### config.mk
export PLATFORM = sky130hd
export DESIGN_NAME = ssbg_top
export DESIGN_NICKNAME = d
export VERILOG_FILES = /design/src/hw/ssbg_pkg.sv /design/src/hw/ssbg_baud.sv /design/src/hw/ssbg_top.sv
export SDC_FILE = /design/constraint.sdc
export NUM_CORES = 1
export LEC_CHECK = 0
export BUFFER_PORTS_ARGS = -buffer_cell sky130_fd_sc_hd__buf_2
export CAP_MARGIN = 20
export CORE_MARGIN = 2
export CORE_UTILIZATION = 47
export DETAILED_ROUTE_END_ITERATION = 8
export GPL_TIMING_DRIVEN = 0
export PLACE_DENSITY = 0.87
export SLEW_MARGIN = 10
export SYNTH_ARGS = -nofsm -noshare
export SYNTH_HDL_FRONTEND = slang
export SYNTH_HIERARCHICAL = 1
export SYNTH_SLANG_ARGS = --single-unit
### constraint.sdc
create_clock -name clk -period 2 [get_ports clk]
set_input_delay 0.6 -clock clk [delete_from_list [all_inputs] [get_ports clk]]
set_output_delay 0.6 -clock clk [all_outputs]
set_load 0.05 [all_outputs]
### src/hw/ssbg_pkg.sv
// package: register map, field layout and constants of the serial status and baud generator
package ssbg_pkg;
  // word offsets on the bus
  localparam logic [3:0] SSBG_OFS_STATUS  = 4'h0;
  localparam logic [3:0] SSBG_OFS_DIVIDER = 4'h4;
  localparam logic [3:0] SSBG_OFS_MODE    = 4'h8;
  localparam logic [3:0] SSBG_OFS_IRQ_ST  = 4'hC;
  localparam int          SSBG_ADR_W       = 4;
  // status field positions
  localparam int SSBG_B_TDE  = 7;
  localparam int SSBG_B_TRANSMIT_END_FLAG = 2;
  localparam int SSBG_B_RMPB = 1;
  localparam int SSBG_B_TMPB = 0;
  // mode register field positions (own layout)
  localparam int SSBG_B_TE   = 0;
  localparam int SSBG_B_RE   = 1;
  localparam int SSBG_B_MP   = 2;
  localparam int SSBG_B_SYNC = 3;
  localparam int SSBG_B_CKS  = 4;
  localparam int SSBG_B_SUB  = 6;
  localparam int SSBG_B_MASK = 8;
  // reset values
  localparam logic [7:0] SSBG_DIV_RST  = 8'hFF;
  localparam logic [7:0] SSBG_ZERO8    = 8'h00;
  // prescaler terminal counts
  localparam logic [5:0] SSBG_PRE_16   = 6'h0F;
  localparam logic [5:0] SSBG_PRE_64   = 6'h3F;
  localparam logic [5:0] SSBG_PRE_SUB  = 6'h01;
  // interrupt event bits
  localparam int SSBG_EV_TDE  = 0;
  localparam int SSBG_EV_TRANSMIT_END_FLAG = 1;
  localparam int SSBG_EV_RX   = 2;
  localparam int SSBG_EV_N    = 3;

  typedef enum logic [1:0] {
    SSBG_CK_SYS   = 2'h0,
    SSBG_CK_SUB   = 2'h1,
    SSBG_CK_DIV16 = 2'h2,
    SSBG_CK_DIV64 = 2'h3
  } ssbg_cks_e;

  // transfer events coming from the shift logic
  typedef struct packed {
    logic tx_load;     // holding register moved into shift register
    logic tx_last;     // final bit of a character left the shifter
    logic rx_done;     // character received
    logic rx_mpb;      // received multiprocessor bit
  } ssbg_xfer_s;
endpackage : ssbg_pkg

### src/hw/ssbg_baud.sv
// baud generator: prescaler plus divider down-counter
`timescale 1ns/10ps
module ssbg_baud
  import ssbg_pkg::*;
(
  // clock and reset
  input  wire logic       clk,
  input  wire logic       rst,
  // configuration
  input  wire logic [7:0] divider,
  input  wire ssbg_cks_e  cks,
  input  wire logic       sub_tick,
  input  wire logic       sub_half,
  // output
  output logic            baud_tick
);
  logic [5:0] pre_r;
  logic [7:0] cnt_r;
  logic [5:0] pre_top;
  logic       pre_hit;
  logic       src_tick;
  logic       cnt_zero;

  // prescaler terminal count follows clock select
  assign pre_top  = (cks == SSBG_CK_DIV16) ? SSBG_PRE_16 :
                    (cks == SSBG_CK_DIV64) ? SSBG_PRE_64 :
                    (sub_half ? SSBG_PRE_SUB : 6'h00);
  assign pre_hit  = (pre_r >= pre_top);
  assign src_tick = (cks == SSBG_CK_SYS) ? 1'b1 :
                    (cks == SSBG_CK_SUB) ? (sub_tick && (pre_hit || !sub_half)) :
                    pre_hit;
  assign cnt_zero = (cnt_r == SSBG_ZERO8);

  // prescaler counts system clocks, or subclock ticks when subclock selected
  always_ff @(posedge clk) begin
    if (rst || (pre_hit && (cks != SSBG_CK_SUB || sub_tick))) begin
      pre_r <= 6'h00;
    end else if (cks != SSBG_CK_SUB || sub_tick) begin
      pre_r <= pre_r + 6'h01;
    end
  end

  // down-counter reloads at terminal count, so new values apply next period
  always_ff @(posedge clk) begin
    if (rst) begin
      cnt_r     <= SSBG_DIV_RST;
      baud_tick <= 1'b0;
    end else begin
      baud_tick <= src_tick && cnt_zero;
      if (src_tick) begin
        cnt_r <= cnt_zero ? divider : cnt_r - 8'h01;
      end
    end
  end
endmodule : ssbg_baud

### src/hw/ssbg_top.sv
// serial status flags, bit rate divider and baud generator with wishbone slave
//
// The register addresses and the Wishbone slave port were left to the implementer.
`timescale 1ns/10ps
module ssbg_top
  import ssbg_pkg::*;
(
  // clock and reset
  input  wire logic       clk,
  input  wire logic       rst,
  // power-mode entry (standby, module standby, watch)
  input  wire logic       low_power,
  // subclock tick, a pin-rate pulse from another domain
  input  wire logic       sub_clk_pin,
  // wishbone slave
  input  wire logic       wb_cyc_i,
  input  wire logic       wb_stb_i,
  input  wire logic       wb_we_i,
  input  wire logic [3:0] wb_adr_i,
  input  wire logic [3:0] wb_sel_i,
  input  wire logic [31:0] wb_dat_i,
  output logic [31:0]     wb_dat_o,
  output logic            wb_ack_o,
  // shift logic side
  input  wire ssbg_xfer_s xfer,
  output logic            baud_tick,
  output logic            tx_mpb_out,
  output logic            tx_enable,
  output logic            rx_enable,
  // interrupt
  output logic            irq
);
  logic [7:0]  div_r;
  logic [7:0]  mode_r;
  logic [2:0]  mask_r;
  logic [2:0]  ist_r;
  logic        tde_r, transmit_end_flag_r, rmpb_r, tmpb_r;
  logic        tde_seen_r;
  logic        ack_r;
  logic [31:0] dat_r;
  logic        irq_r;
  logic        te_q_r;
  logic [2:0]  sub_sync_r;
  logic        mpb_r;

  wire         init      = rst || low_power;
  wire         req       = wb_cyc_i && wb_stb_i && !ack_r;
  wire         wr        = req && wb_we_i && wb_sel_i[0];
  wire         rd        = req && !wb_we_i;
  wire         hit_st    = (wb_adr_i == SSBG_OFS_STATUS);
  wire         hit_div   = (wb_adr_i == SSBG_OFS_DIVIDER);
  wire         hit_mode  = (wb_adr_i == SSBG_OFS_MODE);
  wire         hit_ist   = (wb_adr_i == SSBG_OFS_IRQ_ST);
  wire         wr_st     = wr && hit_st;
  wire         wr_tdr    = wr && hit_st && wb_sel_i[1];
  wire         te        = mode_r[SSBG_B_TE];
  wire         re        = mode_r[SSBG_B_RE];
  wire         mp        = mode_r[SSBG_B_MP];
  wire         sync_m    = mode_r[SSBG_B_SYNC];
  wire         te_fall   = te_q_r && !te;
  wire         sub_tick  = sub_sync_r[1] && !sub_sync_r[2];
  wire [7:0]   status    = {tde_r, 4'h0, transmit_end_flag_r, rmpb_r, tmpb_r};
  wire         clr_tde   = wr_st && !wb_dat_i[SSBG_B_TDE] && tde_seen_r;
  wire         set_tde   = te_fall || xfer.tx_load;
  wire         set_transmit_end_flag  = te_fall || (xfer.tx_last && tde_r);
  wire         clr_transmit_end_flag  = clr_tde || wr_tdr;
  wire         rx_cap    = xfer.rx_done && re && mp && !sync_m;
  wire [2:0]   ev;
  wire [31:0]  rd_mux;

  // read mux; unmapped addresses read zero and still ack
  assign rd_mux = hit_st   ? {24'h000000, status} :
                  hit_div  ? {24'h000000, div_r} :
                  hit_mode ? {21'h000000, mask_r, mode_r} :
                  hit_ist  ? {29'h00000000, ist_r} : 32'h00000000;

  assign ev[SSBG_EV_TDE]  = set_tde;
  assign ev[SSBG_EV_TRANSMIT_END_FLAG] = set_transmit_end_flag;
  assign ev[SSBG_EV_RX]   = rx_cap;

  // bus slave answers one cycle after the request, ack lasts one cycle
  always_ff @(posedge clk) begin
    if (rst) begin
      ack_r <= 1'b0;
      dat_r <= 32'h00000000;
    end else begin
      ack_r <= req;
      dat_r <= rd ? rd_mux : 32'h00000000;
    end
  end

  // divider register: all ones on reset and low-power entry, otherwise freely written
  always_ff @(posedge clk) begin
    if (init) begin
      div_r <= SSBG_DIV_RST;
    end else if (wr && hit_div) begin
      div_r <= wb_dat_i[7:0];
    end
  end

  // mode and mask registers
  always_ff @(posedge clk) begin
    if (init) begin
      mode_r <= SSBG_ZERO8;
      mask_r <= 3'h0;
    end else if (wr && hit_mode) begin
      mode_r <= wb_dat_i[7:0];
      if (wb_sel_i[1]) begin
        mask_r <= wb_dat_i[SSBG_B_MASK +: SSBG_EV_N];
      end
    end
  end

  // remember that holding-empty was read as one, needed before a zero write clears it
  always_ff @(posedge clk) begin
    if (init || clr_tde) begin
      tde_seen_r <= 1'b0;
    end else if (rd && hit_st && tde_r) begin
      tde_seen_r <= 1'b1;
    end
  end

  // holding-empty flag; set wins over clear
  always_ff @(posedge clk) begin
    if (init) begin
      tde_r <= 1'b1;
    end else if (set_tde) begin
      tde_r <= 1'b1;
    end else if (clr_tde || wr_tdr) begin
      tde_r <= 1'b0;
    end
  end

  // transmit end flag; set wins over clear
  always_ff @(posedge clk) begin
    if (init) begin
      transmit_end_flag_r <= 1'b1;
    end else if (set_transmit_end_flag) begin
      transmit_end_flag_r <= 1'b1;
    end else if (clr_transmit_end_flag) begin
      transmit_end_flag_r <= 1'b0;
    end
  end

  // received multiprocessor bit: captured only on multiprocessor receive, never written
  always_ff @(posedge clk) begin
    if (init) begin
      rmpb_r <= 1'b0;
    end else if (rx_cap) begin
      rmpb_r <= xfer.rx_mpb;
    end
  end

  // transmit multiprocessor bit control field
  always_ff @(posedge clk) begin
    if (init) begin
      tmpb_r <= 1'b0;
    end else if (wr_st) begin
      tmpb_r <= wb_dat_i[SSBG_B_TMPB];
    end
  end

  // appended bit only meaningful in async multiprocessor transmission
  assign mpb_r = te && mp && !sync_m && tmpb_r;

  // output registers and transmit-enable edge tracking
  always_ff @(posedge clk) begin
    if (rst) begin
      te_q_r     <= 1'b0;
      tx_mpb_out <= 1'b0;
      tx_enable  <= 1'b0;
      rx_enable  <= 1'b0;
    end else begin
      te_q_r     <= te;
      tx_mpb_out <= mpb_r;
      tx_enable  <= te;
      rx_enable  <= re;
    end
  end

  // subclock pin synchroniser, third stage only for edge detect
  always_ff @(posedge clk) begin
    if (rst) begin
      sub_sync_r <= 3'h0;
    end else begin
      sub_sync_r <= {sub_sync_r[1:0], sub_clk_pin};
    end
  end

  // sticky interrupt status, write one to clear, event wins
  always_ff @(posedge clk) begin
    if (init) begin
      ist_r <= 3'h0;
      irq_r <= 1'b0;
    end else begin
      ist_r <= ev | (ist_r & ~((wr && hit_ist) ? wb_dat_i[2:0] : 3'h0));
      irq_r <= |(ist_r & mask_r);
    end
  end

  assign wb_ack_o = ack_r;
  assign wb_dat_o = dat_r;
  assign irq      = irq_r;

  // baud generator on selected prescaled clock
  ssbg_baud u_baud (
    .clk       (clk),
    .rst       (init),
    .divider   (div_r),
    .cks       (ssbg_cks_e'(mode_r[SSBG_B_CKS +: 2])),
    .sub_tick  (sub_tick),
    .sub_half  (!mode_r[SSBG_B_SUB]),
    .baud_tick (baud_tick)
  );

  // assertions
  a_transmit_end_flag_set: assert property (@(posedge clk) disable iff (rst)
    set_transmit_end_flag |=> transmit_end_flag_r) else $error("transmit end not set");
  a_transmit_end_flag_clr: assert property (@(posedge clk) disable iff (rst)
    (wr_tdr && !set_transmit_end_flag && !low_power) |=> !transmit_end_flag_r) else $error("transmit_end_flag not cleared");
  a_rmpb_hold: assert property (@(posedge clk) disable iff (rst)
    (!rx_cap && !low_power) |=> $stable(rmpb_r)) else $error("rmpb changed");
  a_rmpb_cap: assert property (@(posedge clk) disable iff (rst)
    (rx_cap && !low_power) |=> rmpb_r == $past(xfer.rx_mpb)) else $error("rmpb");
  a_mpb_sync: assert property (@(posedge clk) disable iff (rst)
    sync_m |=> !tx_mpb_out) else $error("mpb sent in sync mode");
  a_div_init: assert property (@(posedge clk)
    init |=> div_r == SSBG_DIV_RST) else $error("divider not all ones");
  a_div_write: assert property (@(posedge clk) disable iff (rst)
    (wr && hit_div && !low_power) |=> div_r == $past(wb_dat_i[7:0])) else $error("div wr");
  a_tde_set: assert property (@(posedge clk) disable iff (rst)
    xfer.tx_load |=> tde_r) else $error("tde not set");
  a_tde_clr: assert property (@(posedge clk) disable iff (rst)
    (clr_tde && !set_tde && !low_power) |=> !tde_r) else $error("tde not cleared");
  a_tde_tefall: assert property (@(posedge clk) disable iff (rst)
    te_fall |=> (tde_r && transmit_end_flag_r)) else $error("flags not set on disable");
  a_mpb_send: assert property (@(posedge clk) disable iff (rst)
    (te && mp && !sync_m && tmpb_r) |=> tx_mpb_out) else $error("mpb not sent");
  a_mpb_nomp: assert property (@(posedge clk) disable iff (rst)
    !mp |=> !tx_mpb_out) else $error("mpb sent without multiproc");
  a_rmpb_keep: assert property (@(posedge clk) disable iff (rst)
    (!re && mp && !low_power) |=> $stable(rmpb_r)) else $error("rmpb lost");
  a_div_hold: assert property (@(posedge clk) disable iff (rst)
    (!init && !(wr && hit_div)) |=> $stable(div_r)) else $error("divider moved");
  // the subclock path and the low-power entry are the rarely reached corners
  c_sub: cover property (@(posedge clk) (mode_r[SSBG_B_CKS +: 2] == SSBG_CK_SUB) && baud_tick);
  c_lowpower: cover property (@(posedge clk) low_power);
  c_transmit_end_flag: cover property (@(posedge clk) set_transmit_end_flag);
  c_rx: cover property (@(posedge clk) rx_cap);
  c_tick: cover property (@(posedge clk) baud_tick);
endmodule : ssbg_top

==> results of run 1 <==
flip-flops by register name, indices dropped and copies added, names as in the netlist, 3 cells and up:
name	cells
sub_sync_r	3
ist_r	3
u_baud/cnt_r	8
wb_dat_o	11
mode_r	8
div_r	8
u_baud/pre_r	6
mask_r	3
power groups by stage:
| stage | logic [uW] | registers, uW | clock network (uW) |
|---|---|---|---|
| after floorplan | 219 | 1260 | 0 |
| after global placement | 285 | 1260 | 0 |
| after detailed placement | 290 | 1260 | 0 |
| after CTS | 303 | 1230 | 1200 |
| after global routing | 333 | 1230 | 1240 |
| final | 313 | 1230 | 1180 |
final cells by class:
type,count,area (sq um)
plain buffers,42,274
clock buffers,11,131
clock inverters,5,75.1
fillers,563,2500
inverters,6,25.0
multi-input cells,250,1700
flip-flops and latches,61,1230
well taps,77,96.3
repair buffers,51,284
per-layer routing:
layer	wire, um	vias up	track usage, %
met4	202	0	10.2
met1	3060	1339	23.8
met2	4020	116	37.7
li1	-	1357	-
met3	553	22	6.29
met5	0	-	0
layout by cell type (no fill, tap or decap), types with 3 or more instances in the layout:
cell	n
a22oi_1	8
nor3_1	8
conb_1	21
a31oi_1	9
a211o_1	3
a21o_1	3
nand4_1	5
nor4_1	10
buf_4	25
nand2b_1	3
buf_6	7
clkbuf_1	13
o31ai_1	6
nand3_1	6
ha_1	5
a21oi_1	19
dfxtp_1	58
o21ai_1	11
ha_4	4
clkbuf_8	9
and3_1	5
buf_2	50
mux2i_1	11
nor2b_1	10
o2bb2ai_1	3
inv_1	4
xor2_1	3
clkinv_2	3
nand2_1	25
nor2_1	23
worst paths after layout:
check | from | to | slack [ns] | depth (start not counted)
hold reg to reg | sub_sync_r[0] | sub_sync_r[1] | 0.45 | 1
hold / removal | sub_sync_r[0] | sub_sync_r[1] | 0.45 | 1
setup reg to reg | mode_r[5] | u_baud/cnt_r[1] | -0.05 | 8
setup / recovery | mode_r[5] | u_baud/cnt_r[1] | -0.05 | 8
timing repair:
| action | 4_1_cts | 5_1_grt |
|---|---|---|
| cloned | 0 | 0 |
| gates resized for setup | 7 | 18 |
| setup buffers | 6 | 1 |
| endpoints found under the setup margin | 14 | 15 |
| pin swaps | 4 | 7 |
kinds of logic after synthesis:
group	after synthesis
simple gates	122
compound gates	79
flops	61
buf+inv	48
mux	14
fa+ha+maj	9
xor+xnor	5
other cells	1
critical path: stages (launching register included):
cell and delay [ns]:
dfxtp_4 0.40, nand2_2 0.11, ha_4 0.24, a21oi_1 0.23, o21ai_2 0.14, a221oi_4 0.36, buf_6 0.19, a211oi_2 0.04
a211o_1 0.22
through the flow:
step / instance area, sq um / hold slack [ns] / worst slack [ns] / std cells
final: 3810 / 0.452 / -0.0530 / 503
after CTS: 3720 / 0.446 / -0.00897 / 502
after global placement: 3440 / 0.419 / -0.204 / 480
after detailed placement: 3440 / 0.433 / -0.232 / 480
after floorplan: 3130 / 0.414 / 0.0367 / 359
after global routing: 3810 / 0.461 / -0.0619 / 503
==> results.ini, run 1 <==
[status]
status=finished with violations
violations=negative setup slack

[pwr]
switching_share_pct=25.8
switchingPower_uw=701
p_leak_uw=0.00156
pwr-share-comb_pct=11.5
p_clk_share_pct=43.3
p_int_uw=2020
cellPowerDensity_nw_per_um2=714
p_seq_share_pct=45.2
ir_worst_vdd_v=0.000557
total_power_uw=2720

[logic_synthesis]
synth_mux_area_share_pct=4.73
synthTopCellsByCount=61 x dfxtp_1, 26 x nand2_1, 23 x nor2_1
synth_compound_area_share_pct=18.1
ys_types=61
synth_most_common_cell=dfxtp_1
syn_inst=339
yosys.area_share.simple_pct=22.2
avgSynthCellArea_sq_um=8.97
synth_warnings=6
async_reset_ff_share_pct=0
synth_edf_count=0
yosys.area.top_type_share_pct=40.1
synth_xor_xnor_area_share_pct=1.44
synth_area_leaders=dfxtp_1 40%, buf_4 5.2%, ha_1 3.7%
yosysTopAreaCell=dfxtp_1
synth_seq_area_share_pct=40.1
synth_top_flop_cell=dfxtp_1
synth_top_family_by_area=simple AND/OR/NAND/NOR gates
synth-seq-cells=61
synth_fa_ha_area_share_pct=3.70
syn-cell-area_sq_um=3040

[sta]
hold_viol=0
rsz0062_at_grt=true
tns_ns=-0.117
fin_crit_ns=2.05
post-route-period-util_pct=103
fmax_mhz=487
finClkSkew_ns=0.00796
setup_viol=5
finalMaxSlewViolations=0
setup_ws_ns=-0.0530
worst_pin_slew_ns=0.579
maxSlewHeadroom_pct=61.3

[place]
place_hpwl_um=5370
portBuffers=44
place.gp.congestion=0.902

[global_routing]
grt_pass1_wl_um=12200
grt_pass1_vias=2700
grt.total_usage_pct=21.5
overflow=0
antenna_found_initial=0
grt_max_degree=16

[clock_tree]
cts.sinks=61
tritoncts=yes
clkLatencyLatePin_ns=0.35
path_clk_slew_ns=0.07
cts_buffers=9
clock_tree.buffer_depth=2
htreeDepth=3
hold_buffers=0
clockRootBuffer=clkbuf_8

[drt]
vias=2834
wl_um=7840
wl_per_cell_um=15.6
vias_per_cell=5.63
dr.pass1.iters=6
drtAntennaViolNets=0
post-route-drc-count=0
drt_iter0_markers=118

[flow_run]
maxCapViolCount=0

[final_layout]
area_delta_synth_final_pct=25.3
fin_util_pct=60.4
nets=481
n_antenna_cell=0
drive_above_1_share_pct=30.0

[floorplan]
core-area_sq_um=6310
rows=29
die_y_um=84.4
io-pin-count=89
die_area_sq_um=7130
dieWidth_um=84.4
start_util_pct=48.2

[critical_path]
cp.required_ns=2.24
crit_arrival_ns=2.29
criticalPathCategory=flip-flop to flip-flop
crit_path_max_fanout=8
worst_setup_path_start_kind=flip-flop
end_kind=flip-flop

[hold_path]
min_path_type=flip-flop to flip-flop

Power figures use the tool's default switching activity.
==> run 2: changes to the inputs <==
Settings changed: CORE_UTILIZATION 47 to 46, GPL_ROUTABILITY_DRIVEN set to 0, SYNTH_HIERARCHICAL 1 to unset.
==> run 2 against run 1 <==
Net effect:
- sequential share of layout area increased by 1.9 points
- sequential cell count unchanged
- maximum frequency is 3.1% higher
- the flow now finishes without violations
- setup slack gained 0.062 ns
- die area down 4.7%
- sequential power hardly changed
- register-to-register slack better by 0.06 ns
- global-route usage shrank 0.29 points
==> results.ini, run 2 <==
[pwr]
ir_worst_vdd_v=0.000532
cellPowerDensity_nw_per_um2=743
p_leak_uw=0.00158
total_power_uw=2680

[critical_path]
crit_arrival_ns=2.21
r2r-end=u_baud.cnt_r[0]
cp.required_ns=2.21
worst_setup_path_start_kind=flip-flop
end_kind=flip-flop
r2r_start=mode_r[5]
crit_path_max_fanout=6
criticalPathCategory=flip-flop to flip-flop
ff2ff_path_depth=9
reg2reg_setup_slack_ns=0.009

[global_routing]
overflow=0
grt_max_degree=11
grt_pass1_wl_um=10800
grt.total_usage_pct=21.2
grt_pass1_vias=2353
antenna_found_initial=0

[floorplan]
die_area_sq_um=6790
io-pin-count=89
start_util_pct=47.8
die_y_um=82.4
rows=28
dieWidth_um=82.4
core-area_sq_um=5920

[logic_synthesis]
synth_most_common_cell=dfxtp_1
yosys.area.top_type_share_pct=43.2
synth_seq_area_share_pct=43.2
synth_top_flop_cell=dfxtp_1
avgSynthCellArea_sq_um=8.81
synthTopCellsByCount=61 x dfxtp_1, 43 x nor2_1, 30 x nand2_1
ys_types=48
synth_area_leaders=dfxtp_1 43%, mux2i_1 7.4%, nor2_1 5.7%
synth_edf_count=0
synth_warnings=0
yosysTopAreaCell=dfxtp_1
async_reset_ff_share_pct=0
syn-cell-area_sq_um=2830
synth-seq-cells=61
syn_inst=321

[drt]
wl_per_cell_um=14.6
dr.pass1.iters=6
wl_met3_um=538
drtAntennaViolNets=0
wl_met2_um=3450
vias=2542
drt_iter0_markers=189
wl_um=6970
highest_layer=met4
routedLengthMet1_um=2740
vias_per_cell=5.32
post-route-drc-count=0

[hold_path]
whs_endpoint=sub_sync_r[1]
holdPathStages=1
min_path_type=flip-flop to flip-flop
min_from=sub_sync_r[0]

[clock_tree]
clkLatencyLatePin_ns=0.35
hold_buffers=0
clockRootBuffer=clkbuf_8
htreeDepth=3
cts.sinks=61
path_clk_slew_ns=0.06
cts_buffers=9
tritoncts=yes
clock_tree.buffer_depth=2

[final_layout]
area_delta_synth_final_pct=27.5
n_antenna_cell=0
nFillCells=476
nets=458
layout_common_cells=57 x dfxtp_1, 43 x nor2_1, 42 x buf_2, 28 x buf_4, 26 x nand2_1
drive_above_1_share_pct=29.5
largest_reg_flops=11
multi_input_comb_area_sq_um=1570
final_common_cell=dfxtp_1
regArea_sq_um=1230

[sta]
rsz0062_at_grt=true
maxSlewHeadroom_pct=60.7
finClkSkew_ns=0.00831
setup_viol=0
hold_viol=0
finalMaxSlewViolations=0
setup_ws_ns=0.00860
fmax_mhz=502
worst_pin_slew_ns=0.585
post-route-period-util_pct=99.6
fin_crit_ns=1.99

[place]
place_hpwl_um=4720
pre_cts_slack_ns=-0.391
portBuffers=41

[status]
status=finished clean

[flow_run]
maxCapViolCount=0

-- run 2: cell count changes after synthesis, sizes merged, moves of 3 or more --
| cell | before | now |
|---|---|---|
| a31oi | 9 | 0 |
| buf | 31 | 25 |
| mux2i | 11 | 21 |
| nand2 | 26 | 30 |
| nand4 | 5 | 2 |
| nor2 | 26 | 45 |
| nor2b | 10 | 7 |
| nor4 | 11 | 3 |
| o21ai | 14 | 7 |
| o2bb2ai | 3 | 0 |
| o31ai | 6 | 0 |
-- run 2: worst max-delay path: stages, from the launching register on --
cell and delay (ns):
dfxtp_4 0.38, inv_8 0.09, nand2_4 0.05, ha_4 0.21
nand2b_4 0.13, a21o_1 0.19, a221oi_4 0.35, buf_4 0.18
mux2i_1 0.21, o21ai_1 0.09
-- run 2: area by class of cell --
| cell class | count | area share (%) |
|---|---|---|
| Clock inverter | 4 | 2.01 |
| Inverter | 7 | 0.937 |
| Tap cell | 75 | 2.60 |
| Sequential cell | 61 | 34.1 |
| Multi-Input combinational cell | 239 | 43.5 |
| Timing Repair Buffer | 46 | 6.73 |
| Buffer | 34 | 6.28 |
| Clock buffer | 12 | 3.75 |
-- run 2: repair_timing --
item / in CTS / in global routing
endpoints found under the hold margin: 0 / 0
setup buffers: 1 / 4
resized for setup: 10 / 29
setup endpoints to repair: 33 / 27
pin swaps: 2 / 5
-- run 2: worst max-delay path by stage --
stage | cells past startpoint | to | slack [ns] | from
final | 9 | u_baud.cnt_r[0] | 0.009 | mode_r[5]
after global placement | 5 | irq | -0.35 | rst
after detailed placement | 5 | mode_r[2] | -0.39 | rst
after global routing | 9 | u_baud.cnt_r[0] | -0.03 | mode_r[5]
after CTS | 9 | u_baud.cnt_r[4] | -0.02 | mode_r[5]
after floorplan | 7 | u_baud.cnt_r[6] | 0.02 | mode_r[4]
-- run 2: layer usage --
layer / track usage [%] / vias up
li1: - / 1223
met1: 24.6 / 1157
met2: 34.9 / 131
met3: 6.96 / 31
met4: 10.7 / 0
met5: 0 / -
-- run 2: report_power, final --
| group | internal (uW) | switching (uW) | total, uW |
|---|---|---|---|
| Combinational | 91.4 | 185 | 277 |
| Clock | 701 | 470 | 1170 |
| Sequential | 1220 | 9.32 | 1230 |
| Total | 2020 | 664 | 2680 |
-- run 2: logic make-up after synthesis --
logic type | synth area share, %
compound gates | 12.1
mux | 8.62
simple gates | 21.8
fa+ha+maj | 3.98
other cells | 0.133
flops | 43.2
xor+xnor | 1.55
buf+inv | 8.62
-- run 2: through the flow --
step	instance area (sq um)	std cells	utilization, %	hold WS [ns]	setup TNS [ns]
after floorplan	2920	341	-	0.414	0
after global placement	3220	457	54.4	0.424	-7.86
after detailed placement	3220	457	54.4	0.429	-10.08
after CTS	3460	474	58.4	0.444	-0.0282
after global routing	3610	478	60.9	0.476	-0.0334
final	3610	478	60.9	0.439	0
==> run 3: changes to the inputs <==
Settings changed: MAX_ROUTING_LAYER set to met4.
==> run 3 against run 2 <==
Net effect:
- sequential share of layout area unchanged
- clock skew up 0.00067 ns
- utilization unchanged
- non-clock buffer count unchanged
- die area unchanged
- critical path type unchanged
- largest power group unchanged
==> results.ini, run 3 (same netlist as run 2, synthesis figures left out) <==
[pwr]
cellPowerDensity_nw_per_um2=743
switchingPower_uw=663
pwr-share-comb_pct=10.3
p_seq_share_pct=46.0
p_clk_share_pct=43.6
p_int_uw=2020
ir_worst_vdd_v=0.000532
switching_share_pct=24.7
p_leak_uw=0.00158
total_power_uw=2680

[floorplan]
die_y_um=82.4
core-area_sq_um=5920
dieWidth_um=82.4
rows=28
io-pin-count=89
die_area_sq_um=6790
start_util_pct=47.8

[clock_tree]
clock_tree.buffer_depth=2
cts.sinks=61
tritoncts=yes
cts_buffers=9
clockRootBuffer=clkbuf_8
hold_buffers=0
clkLatencyLatePin_ns=0.34
htreeDepth=3
path_clk_slew_ns=0.06

[critical_path]
crit_path_max_fanout=6
cp.required_ns=2.21
crit_arrival_ns=2.19
reg2reg_setup_slack_ns=0.02
criticalPathCategory=flip-flop to flip-flop
end_kind=flip-flop
worst_setup_path_start_kind=flip-flop

[drt]
vias_per_cell=5.26
wl_um=6960
drtAntennaViolNets=0
drt_iter0_markers=235
wl_per_cell_um=14.6
dr.pass1.iters=6
vias=2515
post-route-drc-count=0

[sta]
finalMaxSlewViolations=0
rsz0062_at_grt=true
hold_viol=0
hold_slack_ns=0.439
worst_pin_slew_ns=0.587
finClkSkew_ns=0.00898
fin_crit_ns=1.98
post-route-period-util_pct=99.0
maxSlewHeadroom_pct=60.5
setup_viol=0
fmax_mhz=505

[final_layout]
n_antenna_cell=0
final_common_cell=dfxtp_1
area_delta_synth_final_pct=27.5
nFillCells=476
layout_common_cells=57 x dfxtp_1, 43 x nor2_1, 42 x buf_2, 28 x buf_4, 26 x nand2_1
nets=458
largest_reg_flops=11
instances_no_fill=478
drive_above_1_share_pct=29.5

[global_routing]
grt_pass1_wl_um=10800
grt_pass1_vias=2356
grt_max_degree=11
overflow=0
grt.total_usage_pct=21.8
antenna_found_initial=0

[place]
dp.cells=457
place_hpwl_um=4720
portBuffers=41

[hold_path]
min_path_type=flip-flop to flip-flop

[status]
status=finished clean

[flow_run]
maxCapViolCount=0

## run 3: cell counts in the layout (fill, tap and decap cells not counted)
No cell type changed its count.
## run 3: worst max-delay path, stage by stage (launching register included)
cell and delay, ns:
dfxtp_4 0.38, inv_8 0.09, nand2_4 0.05, ha_4 0.21, nand2b_4 0.13, a21o_1 0.19, a221oi_4 0.35, buf_4 0.18
mux2i_1 0.20, o21ai_1 0.09
## run 3: power groups by stage
| stage | Sequential [uW] | Combinational [uW] | Clock [uW] |
|---|---|---|---|
| 2_1_floorplan | 1260 | 196 | 0 |
| 3_3_place_gp | 1260 | 251 | 0 |
| 3_5_place_dp | 1260 | 255 | 0 |
| 4_1_cts | 1230 | 257 | 1190 |
| 5_1_grt | 1230 | 299 | 1240 |
| 6_report | 1230 | 277 | 1170 |
## run 3: path summary, 6_finish.rpt
kind / end / cells past startpoint / start
hold / removal: sub_sync_r[1] / 1 / sub_sync_r[0]
setup reg to reg: u_baud.cnt_r[0] / 9 / mode_r[5]
setup / recovery: u_baud.cnt_r[0] / 9 / mode_r[5]
hold reg to reg: sub_sync_r[1] / 1 / sub_sync_r[0]
## run 3: cell type report
class                           count  area, sq um  share of cell area (%)
Buffer                             34          226                    6.28
Clock buffer                       12          135                    3.75
Clock inverter                      4         72.6                    2.01
Inverter                            7         33.8                   0.937
Multi-Input combinational cell    239         1570                    43.5
Sequential cell                    61         1230                    34.1
Tap cell                           75         93.8                    2.60
Timing Repair Buffer               46          243                    6.73
## run 3: timing repair
item | in CTS | in global routing
buffers inserted | 1 | 4
pin swaps | 2 | 5
endpoints found under the setup margin | 33 | 27
resized for setup | 10 | 29
## run 3: through the flow
stage	instance area, sq um	setup TNS [ns]	setup WS [ns]	utilization (%)
6_report	3610	0	0.0199	60.9
3_5_place_dp	3220	-10.08	-0.391	54.4
2_1_floorplan	2920	0	0.0189	-
5_1_grt	3610	-0.0334	-0.0299	60.9
3_3_place_gp	3220	-7.86	-0.351	54.4
4_1_cts	3460	-0.0282	-0.0197	58.4
## run 3: per-layer routing
metal  GRT usage [%]  part of all wire (%)  vias up
met5               -                     0        -
met4            10.7                   3.3        0
met3            6.74                   8.0       24
met2            34.8                    50      142
met1            24.8                    39     1130
li1                -                     -     1219
